$ cat config.mk
export PLATFORM = sky130hd
export DESIGN_NAME = sru_receiver
export DESIGN_NICKNAME = d
export VERILOG_FILES = /design/src/common/sru_pkg.sv /design/src/core/sru_sync2.sv /design/src/core/sru_framer.sv /design/src/core/sru_receiver.sv
export SDC_FILE = /design/constraint.sdc
export NUM_CORES = 1
export LEC_CHECK = 0
export BUFFER_PORTS_ARGS = -buffer_cell sky130_fd_sc_hd__buf_4
export CAP_MARGIN = 20
export CELL_PAD_IN_SITES_DETAIL_PLACEMENT = 0
export CELL_PAD_IN_SITES_GLOBAL_PLACEMENT = 1
export CORE_MARGIN = 2
export CORE_UTILIZATION = 36
export CTS_CLUSTER_DIAMETER = 50
export DETAILED_ROUTE_END_ITERATION = 12
export PLACE_DENSITY_LB_ADDON = 0.1
export SLEW_MARGIN = 20
export SYNTH_ARGS = -nofsm -noshare
export SYNTH_HDL_FRONTEND = slang
export SYNTH_SLANG_ARGS = --single-unit
$ cat constraint.sdc
create_clock -name clk -period 1.3 [get_ports clk]
set_clock_uncertainty 0.05 [all_clocks]
set_input_delay 0.065 -clock clk [delete_from_list [all_inputs] [get_ports clk]]
set_output_delay 0.065 -clock clk [all_outputs]
set_load 0.01 [all_outputs]
$ cat src/common/sru_pkg.sv
package sru_pkg;

    localparam int DATA_W = 8;
    localparam int CNT_W = 4;
    localparam int LEN_W = 2;
    localparam int MODE_W = 2;

    // Shortest character; the length code adds to it
    localparam logic [CNT_W-1:0] CHAR_BASE = 4'h5;

    // Values of mode bits 13 and 12 as written by the program
    localparam logic [MODE_W-1:0] MODE_EXT_SYNC = 2'h2;
    localparam logic [MODE_W-1:0] MODE_ISOC = 2'h0;

    localparam logic [DATA_W-1:0] BUF_RESET = 8'h00;
    localparam logic [CNT_W-1:0] CNT_RESET = 4'h0;
    localparam logic [CNT_W-1:0] CNT_STEP = 4'h1;

    // Local clock and modem bit clock, in ns
    localparam int CLK_PERIOD_NS = 40;
    localparam int LINK_PERIOD_NS = 320;
    // Local clocks per link bit, rounded down
    localparam int CLKS_PER_BIT = LINK_PERIOD_NS / CLK_PERIOD_NS;

    typedef enum logic [1:0] {
        RX_IDLE,
        RX_WAIT_LOW,
        RX_FRAMING
    } sru_rx_state_t;

endpackage : sru_pkg

$ cat src/core/sru_sync2.sv
`timescale 1ns/10ps
`default_nettype none

module sru_sync2 #(
    parameter int WIDTH = 2
) (
    input wire logic clk,
    input wire logic rst,
    input wire logic [WIDTH-1:0] async_in,
    output logic [WIDTH-1:0] sync_out
);

    logic [WIDTH-1:0] meta_q;
    logic [WIDTH-1:0] sync_q;

    // First stage feeds only the second stage
    always_ff @(posedge clk) begin
        if (rst) begin
            meta_q <= '0;
            sync_q <= '0;
        end else begin
            meta_q <= async_in;
            sync_q <= meta_q;
        end
    end

    assign sync_out = sync_q;

endmodule : sru_sync2

`default_nettype wire

$ cat src/core/sru_framer.sv
`timescale 1ns/10ps
`default_nettype none

module sru_framer
    import sru_pkg::*;
#(
    parameter int DW = DATA_W
) (
    input wire logic clk,
    input wire logic rst,
    input wire logic enable,
    input wire logic sample,
    input wire logic bit_in,
    input wire logic [LEN_W-1:0] char_len,
    input wire logic parity_en,
    output logic [DW-1:0] char_data,
    output logic parity_bit,
    output logic char_done
);

    logic [CNT_W-1:0] cnt_q;
    logic [DW-1:0] data_q;
    logic par_q;
    logic done_q;
    logic [CNT_W-1:0] n_data;
    logic [CNT_W-1:0] last_idx;
    logic at_last;

    assign n_data = CHAR_BASE + CNT_W'(char_len);
    // Parity bit, when present, follows the last data bit
    assign last_idx = parity_en ? n_data : n_data - CNT_STEP;
    assign at_last = (cnt_q == last_idx);

    always_ff @(posedge clk) begin
        if (rst || !enable) begin
            cnt_q <= CNT_RESET;
        end else if (sample) begin
            cnt_q <= at_last ? CNT_RESET : cnt_q + CNT_STEP;
        end
    end

    genvar i;
    generate
        for (i = 0; i < DW; i++) begin : g_bit
            always_ff @(posedge clk) begin
                if (rst) begin
                    data_q[i] <= 1'b0;
                end else if (enable && sample && cnt_q == CNT_W'(i)) begin
                    data_q[i] <= bit_in;
                end else if (enable && sample && cnt_q == CNT_RESET) begin
                    data_q[i] <= 1'b0;
                end
            end
        end
    endgenerate

    always_ff @(posedge clk) begin
        if (rst) begin
            par_q <= 1'b0;
            done_q <= 1'b0;
        end else begin
            if (enable && sample && parity_en && cnt_q == n_data) begin
                par_q <= bit_in;
            end
            done_q <= enable && sample && at_last;
        end
    end

    assign char_data = data_q;
    assign parity_bit = par_q;
    assign char_done = done_q;

endmodule : sru_framer

`default_nettype wire

$ cat src/core/sru_receiver.sv
`timescale 1ns/10ps
`default_nettype none

// Operation
// - A character raises data ready and the ready pulse together, and the ready pulse sets the receive-done interrupt request.
// - A character arriving while the buffer is unread overwrites it and sets overrun, its error line and the error summary.
// - A buffer read makes the clear pulse, which resets data ready and overrun.
// - Receive done is cleared on the trailing edge of the buffer read select.
// - Loading mode bits 13:12 as 1,0 clears the sync interrupt flop and sets the sync mode flop.
// - In external sync mode the receiver goes to synchronized on the first low receive clock after hunt enable is set.
// - Hunt enable raises receiver active on the next clock, and in external sync mode sync achieved follows on the next low receive clock.
// - Receiver active gates receive done, and a high strip/start line starts framing on the next bit.
// - A sync character asserts match, data ready, ready and compare hit in one cycle, and with strip on and no error discard, which clears data ready.
// - Discard blocks receive done, so a matched sync character is stripped without interrupt.
module sru_receiver
    import sru_pkg::*;
#(
    parameter int DW = DATA_W
) (
    input wire logic clk,
    input wire logic rst,
    input wire logic rx_clk_pin,
    input wire logic rx_data_pin,
    input wire logic mode_load,
    input wire logic [MODE_W-1:0] mode_bits,
    input wire logic [LEN_W-1:0] char_len,
    input wire logic parity_en,
    input wire logic parity_odd,
    input wire logic hunt_enable,
    input wire logic strip_enable,
    input wire logic [DW-1:0] sync_char,
    input wire logic buffer_read_select,
    output logic [DW-1:0] receive_buffer,
    output logic data_ready_flag,
    output logic overrun_flag,
    output logic overrun_error_line,
    output logic parity_error_flag,
    output logic receive_error,
    output logic receive_done,
    output logic receiver_active,
    output logic sync_achieved,
    output logic sync_mode,
    output logic sync_interrupt_ff,
    output logic match_detect,
    output logic ready_pulse,
    output logic compare_hit,
    output logic discard,
    output logic clear_ready_pulse
);

    logic [1:0] pins_sync;
    logic rx_clk_s;
    logic rx_data_s;
    logic rx_clk_prev_q;
    logic rx_rise;
    logic rx_fall;

    sru_rx_state_t state_q;
    sru_rx_state_t state_d;

    logic sync_mode_q;
    logic sync_int_q;
    logic [DW-1:0] buf_q;
    logic dr_q;
    logic ovr_q;
    logic par_err_q;
    logic mdet_q;
    logic ready_q;
    logic done_q;
    logic sel_prev_q;

    logic ss_line;
    logic [DW-1:0] char_data;
    logic parity_bit;
    logic char_done;
    logic [DW-1:0] len_mask;
    logic is_match;
    logic par_good;
    logic read_rise;
    logic read_fall;
    logic unread;
    logic done_set;

    sru_sync2 #(
        .WIDTH(2)
    ) u_sync (
        .clk(clk),
        .rst(rst),
        .async_in({rx_clk_pin, rx_data_pin}),
        .sync_out(pins_sync)
    );

    assign rx_clk_s = pins_sync[1];
    assign rx_data_s = pins_sync[0];
    assign rx_rise = rx_clk_s && !rx_clk_prev_q;
    assign rx_fall = !rx_clk_s && rx_clk_prev_q;

    always_ff @(posedge clk) begin
        if (rst) begin
            rx_clk_prev_q <= 1'b0;
        end else begin
            rx_clk_prev_q <= rx_clk_s;
        end
    end

    // Sync mode flop follows each mode load; sync interrupt flop clears only on MODE_EXT_SYNC or MODE_ISOC loads
    always_ff @(posedge clk) begin
        if (rst) begin
            sync_mode_q <= 1'b0;
            sync_int_q <= 1'b0;
        end else if (mode_load) begin
            sync_mode_q <= (mode_bits == MODE_EXT_SYNC);
            if (mode_bits == MODE_EXT_SYNC || mode_bits == MODE_ISOC) begin
                sync_int_q <= 1'b0;
            end
        end
    end

    // Hunt sequence; no character search in external sync mode
    always_comb begin
        state_d = state_q;
        unique case (state_q)
            RX_IDLE: begin
                if (hunt_enable) begin
                    state_d = RX_WAIT_LOW;
                end
            end
            RX_WAIT_LOW: begin
                if (!hunt_enable) begin
                    state_d = RX_IDLE;
                end else if (sync_mode_q && rx_fall) begin
                    state_d = RX_FRAMING;
                end
            end
            RX_FRAMING: begin
                if (!hunt_enable || !sync_mode_q) begin
                    state_d = RX_IDLE;
                end
            end
        endcase
    end

    always_ff @(posedge clk) begin
        if (rst) begin
            state_q <= RX_IDLE;
        end else begin
            state_q <= state_d;
        end
    end

    assign receiver_active = (state_q != RX_IDLE);
    assign sync_achieved = (state_q == RX_FRAMING);
    assign ss_line = sync_achieved && sync_mode_q;

    sru_framer #(
        .DW(DW)
    ) u_framer (
        .clk(clk),
        .rst(rst),
        .enable(ss_line),
        .sample(rx_rise),
        .bit_in(rx_data_s),
        .char_len(char_len),
        .parity_en(parity_en),
        .char_data(char_data),
        .parity_bit(parity_bit),
        .char_done(char_done)
    );

    genvar i;
    generate
        for (i = 0; i < DW; i++) begin : g_mask
            assign len_mask[i] = (CNT_W'(i) < CHAR_BASE + CNT_W'(char_len));
        end
    endgenerate

    assign is_match = (char_data == (sync_char & len_mask));
    assign par_good = !parity_en || ((^{char_data, parity_bit}) == parity_odd);

    // Host read logic shares this clock, so no synchroniser
    assign read_rise = buffer_read_select && !sel_prev_q;
    assign read_fall = !buffer_read_select && sel_prev_q;
    // Error guard keeps a bad sync character visible to the program
    assign compare_hit = ready_q && mdet_q;
    assign discard = compare_hit && strip_enable && !receive_error;
    assign clear_ready_pulse = read_rise || discard;
    assign unread = dr_q && !clear_ready_pulse;
    assign done_set = ready_q && receiver_active && !discard;

    always_ff @(posedge clk) begin
        if (rst) begin
            sel_prev_q <= 1'b0;
            buf_q <= BUF_RESET;
            mdet_q <= 1'b0;
            ready_q <= 1'b0;
        end else begin
            sel_prev_q <= buffer_read_select;
            ready_q <= char_done;
            if (char_done) begin
                buf_q <= char_data;
                mdet_q <= is_match;
            end
        end
    end

    // Hardware set wins over a same-cycle clear on data ready and parity error; a same-cycle read keeps overrun from setting
    always_ff @(posedge clk) begin
        if (rst) begin
            dr_q <= 1'b0;
            ovr_q <= 1'b0;
            par_err_q <= 1'b0;
        end else begin
            dr_q <= char_done || (dr_q && !clear_ready_pulse);
            ovr_q <= (char_done && unread)
                || (ovr_q && !read_rise);
            par_err_q <= (char_done && !par_good)
                || (par_err_q && !read_rise);
        end
    end

    always_ff @(posedge clk) begin
        if (rst) begin
            done_q <= 1'b0;
        end else begin
            done_q <= done_set || (done_q && !read_fall);
        end
    end

    assign receive_buffer = buf_q;
    assign data_ready_flag = dr_q;
    assign overrun_flag = ovr_q;
    assign overrun_error_line = ovr_q;
    assign parity_error_flag = par_err_q;
    assign receive_error = ovr_q || par_err_q;
    assign receive_done = done_q;
    assign ready_pulse = ready_q;
    assign match_detect = mdet_q;
    assign sync_mode = sync_mode_q;
    assign sync_interrupt_ff = sync_int_q;
endmodule : sru_receiver

`default_nettype wire

After elaboration in Yosys (flattened, before gate mapping)
Index checks and enable logic that the tools add are counted.

word-level totals
  register bits = 37
  input port bits = 22
  output and inout bits = 23
  logic and storage cells = 132

operators by class
  add/sub/neg operators = 3
  magnitude comparators = 8
  equality and inequality tests = 17
  mux-type cells = 15
  bitwise logic cells = 1
  reductions and logical operators = 64

operator list
  kind                                                       count
  logical AND 1 bit                                          29
  == test 4 x 3 -> 1 bit, second input constant              4
  less-than comparator 3 x 4 -> 1 bit, first input constant  4
  nonzero test 2 bit                                         8
  logical NOT 1 bit                                          14
  logical OR 1 bit                                           9
  XOR reduction 9 bit                                        1
  AND 8 bit                                                  1
  == test 4 x 2 -> 1 bit, second input constant              2
  == test 4 bit                                              2
  == test 8 bit                                              1
  less-than comparator 1 x 4 -> 1 bit, first input constant  2
  less-than comparator 2 x 4 -> 1 bit, first input constant  2
  2-to-1 mux 1 bit                                           8
  2-to-1 mux 2 bit                                           4
  2-to-1 mux 4 bit                                           2
  one-hot mux 2 bit (3 select lines)                         1
  adder 3 x 2 -> 4 bit, first input constant                 1
  adder 4 x 1 -> 4 bit, second input constant                1
  == test 2 bit, second input constant                       2
  == test 4 x 1 -> 1 bit, second input constant              1
  logical NOT 4 bit                                          1
  subtractor 4 x 1 -> 4 bit, second input constant           1
  inequality test 3 bit, second input constant               1
  6 further kinds                                            6

Longest topological paths before layout
Gate-level depths: netlist (run 1).

  depth in word-level cells = 8
  gate-level depth with buffers = 7
  mapped depth without buffers = 6

Hierarchy
Synthesis (run 1) repeated with hierarchy kept, for this count alone.

second synthesis, totals
  cells, all modules = 205
  area, all modules = 1876.8 um2

by module, submodules not included
  module        times used  cells each  area an instance (um2)  sequential area each (um2)
  sru_receiver  1           107         975.9                   380.4
  sru_framer    1           90          795.8                   280.3
  sru_sync2     1           8           105.1                   80.1

Worst setup path after synthesis (run 1)
No wires, ideal clock.

  kind = register to register
  from = register state_q[0]
  to = register u_framer.data_q[0], in the netlist u_framer.char_data[0]
  library setup time = 0.128 ns
  data arrival time = 1.323 ns
  data required time = 1.122 ns
  slack = -0.201 ns
  cell stages (with the launch flop) = 8
  path buffers = 1
  clock period less this slack = 1.501 ns
  cells stage by stage = dfxtp_1 > inv_1 > ha_1 > and4bb_1 > buf_2 > nand3_2 > mux2i_1 > nor2_1

between the ends
  word-level cells in the longest chain between the ends = 4

RTL lines
  element                          RTL line                            source
  start: declaration               sru_receiver.sv:58                  sru_rx_state_t state_q;
  start signal: assignment         sru_receiver.sv:147                 state_q <= state_d;
  == test 2 bit                    sru_receiver.sv:152                 assign sync_achieved = (state_q == RX_FRAMING);
  named net sync_achieved          sru_receiver.sv:41                  output logic sync_achieved,
  logical AND 1 bit                sru_receiver.sv:153                 assign ss_line = sync_achieved && sync_mode_q;
  logical AND 1 bit (2 in series)  sru_framer.sv:48, sru_framer.sv:50
  end signal: indexed assignment   sru_framer.sv:49                    data_q[i] <= bit_in;
  end: declaration                 sru_framer.sv:22                    logic [DW-1:0] data_q;

The timed path passes the listed nets, and every way through them passes these cells.
A chain may end at the register's enable or synchronous reset.

Final worst setup path (run 1)
  from = register state_q[0]
  to = register u_framer.data_q[0], in the netlist u_framer.char_data[0]

between the ends
  word-level cells in the longest chain between the ends = 4

RTL lines
  element                          RTL line
  == test 2 bit                    sru_receiver.sv:152
  logical AND 1 bit                sru_receiver.sv:153
  logical AND 1 bit (2 in series)  sru_framer.sv:48, sru_framer.sv:50

Every way passes these cells.

==> out/metrics.cfg, run 1 <==
[power]
seqPwrFrac=0.498
pwr_density_cell_mw_per_mm2=809
swShare=0.235
switchingPower_uw=548
p_leak_uw=0.00119
clkPwrFrac=0.380
combinationalPowerShare=0.122
ir_drop_uv=434
intPower_uw=1790

[die]
rows=26
io_pins=45
die_w_microns=77.4
coreArea_sq_mm=0.00514
start_util=0.377
dieArea_sq_mm=0.00598
die_y_microns=77.4

[route]
wire_per_inst_microns=12.7
via_count=1736
routed_wl_mm=4.58
ant_nets=0
via_per_inst=4.84
initialDrtViolationCount=29
drc=0
first_pass_iters=6

[clock_tree]
cts_buffers=5
clk_path_buf_depth=2
cts_tree=built
clock-sinks=37
path_clk_slew_ns=0.07
root_buffer=clkbuf_8
htree_levels=2
clk_latency_ns=0.29

[layout]
final_common_cell=buf_4
area_growth_syn_to_layout_pct=48.9
layout_common_cells=buf_4, dfxtp_1, nor2_1, dfxtp_2, a21oi_1
fill_cells=513
diodes=0
layout-drive-gt1-share=0.467
utilization=0.561
multi_input_area_sq_mm=0.00126
nets=320
regArea_sq_um=759

[placement]
gp_congestion=0.788
io_buffers=43
place_hpwl_mm=3.29
place_worst_setup_slack_ns=-0.229

[grt]
grt.overflow.total=0
grt_pass1_vias=1547
antenna_found_initial=0
grtUsageTotal=0.155
grt_pass1_wl_mm=7.41
grt_max_degree=26

[yosys]
syn-num-nets=246
ys.flop_type=dfxtp_1
synth-edff-count=0
synth_area_per_cell_sq_um=9.05
yosysUniqueCellTypes=40
synthesis.area_sq_mm=0.00194
yosysWarnings=0
syn_inst=214
ys_ff_latch=37
async_flop_share=0
ys_seq_area_frac=0.382

[timing]
min_period_ns=1.41
slew_viol_final=0
rsz0062_at_grt=yes
setup_viol=14
fin_crit_sh=1.08
hold_ws_ns=0.0486
setup_ws_ns=-0.108
hold_viol=0
fmax_mhz=710

[setup_path]
crit_type=register to register
crit_path_start=state_q[0]
cp.required_ns=1.44
worstSetupEndpointType=register
cp_top_family=simple AND/OR/NAND/NOR gates
crit_chain=inv_2 -> ha_4 -> and4bb_4 -> nand3_4 -> mux2i_1 -> nor2_1
critPathBufInv=1
r2r_start=state_q[0]
worstPathArrival_ns=1.54
cp_max_fo=8
crit_path_max_incr_delay_ns=0.34
slowest_stage=dfxtp_2
start_kind=register

[run_status]
violations=negative setup slack
status=finished with violations

[min_path]
worstHoldStart=parity_en
hp-class=input port to register

[job]
maxCapViolCount=0

==> power by group through the flow <==
stage          Clock [uW]  Sequential, uW  Combinational, uW
5_1_grt               971            1160                313
3_3_place_gp            0            1190                248
2_1_floorplan           0            1180                126
4_1_cts               920            1160                264
6_report              886            1160                285
3_5_place_dp            0            1190                246
==> layer usage <==
layer	global-route usage	routed length, microns
met1	0.207	2200
met2	0.241	2070
met3	0.0488	236
met4	0.0429	63
met5	0	0
==> synth_stat cells (3+ instances only) <==
cell       n  area share
dfxtp_1   37        0.38
a21oi_1   13       0.034
clkbuf_1   6       0.012
nand3_1   18       0.047
nor2b_1   11       0.036
xor2_1     9       0.041
nor3_1     5       0.013
inv_1     12       0.023
nand2_1    7       0.014
xnor2_1   11       0.050
nor2_1    14       0.027
a21boi_0   3       0.012
nand2b_1   4       0.013
mux2i_1    9       0.047
buf_2      4       0.010
nand4_1   10       0.032
ha_1      10       0.065
==> logic make-up (layout without fill, tap and decap cells) <==
family          after synthesis  in the layout  synth area share
fa+ha+maj                    10             10            0.0646
other cells                   1              1           0.00194
simple gates                 83             83             0.246
flops                        37             37             0.382
buf+inv                      25            100            0.0549
compound gates               25             25            0.0814
xor+xnor                     22             22             0.110
mux                          11             11            0.0581
==> path summary, 6_finish.rpt <==
check / end / slack (ns) / cells past startpoint
setup / recovery: u_framer.char_data[0] / -0.11 / 6
hold / removal: parity_error_flag / 0.05 / 2
setup reg to reg: u_framer.char_data[0] / -0.11 / 6
hold reg to reg: u_sync.sync_out[1] / 0.39 / 1
==> registers in the layout, summed over array words and instances, names as in the netlist <==
name                 cells
sel_prev_q               1
u_sync.meta_q            2
u_framer.char_done       1
data_ready_flag          1
u_framer.char_data       8
overrun_error_line       1
match_detect             1
u_sync.sync_out          2
receive_buffer           8
u_framer.cnt_q           4
sync_mode                1
rx_clk_prev_q            1
ready_pulse              1
receive_done             1
parity_error_flag        1
state_q                  2
u_framer.parity_bit      1
==> metrics by stage <==
step           setup TNS [ns]  power (uW)  area (sq um)  cells
6_report               -0.839        2330          2880    359
3_5_place_dp            -2.03        1430          2500    338
3_3_place_gp            -2.06        1430          2500    338
2_1_floorplan          -0.138        1310          1980    214
4_1_cts                -0.746        2340          2770    353
5_1_grt                 -2.05        2450          2880    359
==> area by class of cell <==
class | count | share of cell area
sequential | 37 | 0.263
clock inverter | 1 | 0.00174
timing repair buffer | 80 | 0.217
multi-input combinational | 152 | 0.437
clock buffer | 7 | 0.0334
inverter | 12 | 0.0165
tap | 70 | 0.0304
==> repair_timing <==
item,CTS,global route
buffers inserted,2,5
resized for setup,24,24
hold endpoints to repair,4,1
hold buffers,5,1
pin swaps,14,21
setup endpoints to repair,21,21
Power figures use the tool's default switching activity.
==> run 2: changes to the inputs <==
--- a/config.mk
+++ b/config.mk
@@ -10,7 +10,7 @@
 export CELL_PAD_IN_SITES_DETAIL_PLACEMENT = 0
 export CELL_PAD_IN_SITES_GLOBAL_PLACEMENT = 1
 export CORE_MARGIN = 2
-export CORE_UTILIZATION = 36
+export CORE_UTILIZATION = 40
 export CTS_CLUSTER_DIAMETER = 50
 export DETAILED_ROUTE_END_ITERATION = 12
 export PLACE_DENSITY_LB_ADDON = 0.1
==> constraint.sdc (replaced) <==
create_clock -name clk -period 1.6 [get_ports clk]
set_clock_uncertainty 0.05 [all_clocks]
set_input_delay 0.08 -clock clk [delete_from_list [all_inputs] [get_ports clk]]
set_output_delay 0.08 -clock clk [all_outputs]
set_load 0.01 [all_outputs]
==> run 2 against run 1 <==
The flow now finishes without violations. First-iteration DRC count grew 79%. Combinational power shrank 34%. Setup slack gained 0.23 ns. Critical path type unchanged. Critical endpoint is now state_q[1].
==> out/metrics.cfg, run 2 (synthesis results as in run 1) <==
[run_status]
status=finished clean  ; was finished with violations

[layout]
utilization=0.530  ; was 0.561
final_common_cell=buf_4  ; unchanged
nets=295  ; was 320
layout_common_cells=buf_4, dfxtp_1, nand3_1  ; was buf_4, dfxtp_1, nor2_1, dfxtp_2, a21oi_1
diodes=0  ; unchanged
layout-drive-gt1-share=0.273  ; was 0.467
area_growth_syn_to_layout_pct=28.3  ; was 48.9%

[placement]
gp_congestion=0.774  ; was 0.788
place_hpwl_mm=3.11  ; was 3.29 mm
io_buffers=43  ; unchanged

[timing]
fmax_mhz=678  ; was 710 MHz
hold_viol=0  ; unchanged
min_period_ns=1.47  ; was 1.41 ns
finalSetupTns_ns=0  ; was -0.839 ns
fin_crit_sh=0.921  ; was 1.08
setup_viol=0  ; was 14
slew_viol_final=0  ; unchanged
rsz0062_at_grt=no  ; was yes

[route]
routed_wl_mm=4.22  ; was 4.58 mm
wire_per_inst_microns=13.3  ; was 12.7 microns
first_pass_iters=4  ; was 6
drc=0  ; unchanged
initialDrtViolationCount=52  ; was 29
via_count=1595  ; was 1736
ant_nets=0  ; unchanged
via_per_inst=5.02  ; was 4.84

[clock_tree]
path_clk_slew_ns=0.07  ; about the same
clk_latency_ns=0.29  ; about the same
clock-sinks=37  ; unchanged
root_buffer=clkbuf_8  ; unchanged
cts_tree=built  ; unchanged
post_cts_buffers=0  ; was 2
htree_levels=2  ; unchanged
cts_buffers=5  ; unchanged
clk_path_buf_depth=2  ; unchanged

[die]
die_w_microns=73.6  ; was 77.4 microns
rows=25  ; was 26
start_util=0.413  ; was 0.377
io_pins=45  ; unchanged
die_y_microns=73.6  ; was 77.4 microns
coreArea_sq_mm=0.00469  ; was 0.00514 sq mm
dieArea_sq_mm=0.00541  ; was 0.00598 sq mm

[power]
p_leak_uw=0.00103  ; was 0.00119 uW
ir_drop_uv=479  ; was 434 uV
pwr_density_cell_mw_per_mm2=746  ; was 809 mW/mm^2

[grt]
grtUsageTotal=0.166  ; was 0.155
grt_pass1_vias=1422  ; was 1547
grt.overflow.total=0  ; unchanged
grt_max_degree=35  ; was 26
grt_pass1_wl_mm=6.75  ; was 7.41 mm
antenna_found_initial=0  ; unchanged

[setup_path]
cp_max_fo=4  ; was 8
worstPathArrival_ns=1.66  ; was 1.54 ns
worstSetupEndpointType=register  ; unchanged
start_kind=register  ; unchanged
cp.required_ns=1.79  ; was 1.44 ns
crit_type=register to register  ; unchanged

[min_path]
hp-class=input port to register  ; unchanged

[job]
maxCapViolCount=0  ; unchanged

run 2: changes by cell type in the layout (fill, tap and decap cells not counted), sizes merged:
cell and delta:
dlygate4sd3 -1, buf -24
run 2: layout make-up:
cell class	instances	area, sq um
repair buffers	55	425
well taps	54	67.6
fillers	464	2210
clock buffers	7	96.3
multi-input cells	152	1100
flip-flops and latches	37	742
clock inverters	1	5.00
inverters	12	45.0
run 2: through the flow:
| step | total power (uW) | setup WS, ns | hold WS [ns] | std cells | instance area [sq um] |
|---|---|---|---|---|---|
| after global routing | 1950 | 0.0133 | 0.0598 | 318 | 2480 |
| after global placement | 1140 | 0.00809 | 0.242 | 305 | 2320 |
| after detailed placement | 1140 | -0.0169 | 0.248 | 305 | 2320 |
| after CTS | 1880 | 0.0617 | 0.0543 | 318 | 2470 |
| after floorplan | 1060 | 0.0990 | 0.102 | 214 | 1940 |
| final | 1850 | 0.126 | 0.0550 | 318 | 2480 |
run 2: worst max-delay path, cell delays in order, from the launching register on:
cell and delay, ns:
dfxtp_1 0.32, inv_1 0.09, ha_2 0.22, nand2_1 0.12, o211ai_1 0.18, mux2_2 0.37
nor2_1 0.08
run 2: path summary, 6_finish.rpt:
path               startpoint                  to  slack [ns]  depth (start not counted)
min                 parity_en   parity_error_flag        0.06                          2
max reg2reg        state_q[0]          state_q[1]        0.13                          6
min reg2reg  u_sync.meta_q[1]  u_sync.sync_out[1]        0.39                          1
max                state_q[0]          state_q[1]        0.13                          6
run 2: layer usage:
layer  up-vias  GRT usage  wire length [microns]
met5         -          0                      0
met4         0     0.0667                     66
met1       720      0.217                   2070
li1        833          -                      -
met3         6     0.0466                    197
met2        36      0.257                   1890
run 2: where the power goes:
| group | switching [uW] | internal (uW) |
|---|---|---|
| registers | 8.52 | 932 |
| clock network | 336 | 389 |
| logic | 87.0 | 99.7 |
| total | 432 | 1420 |
run 2: repair_timing:
action	CTS	global route
setup endpoints to repair	0	17
endpoints found under the hold margin	4	0
hold buffers	5	0
gates resized for setup	0	6
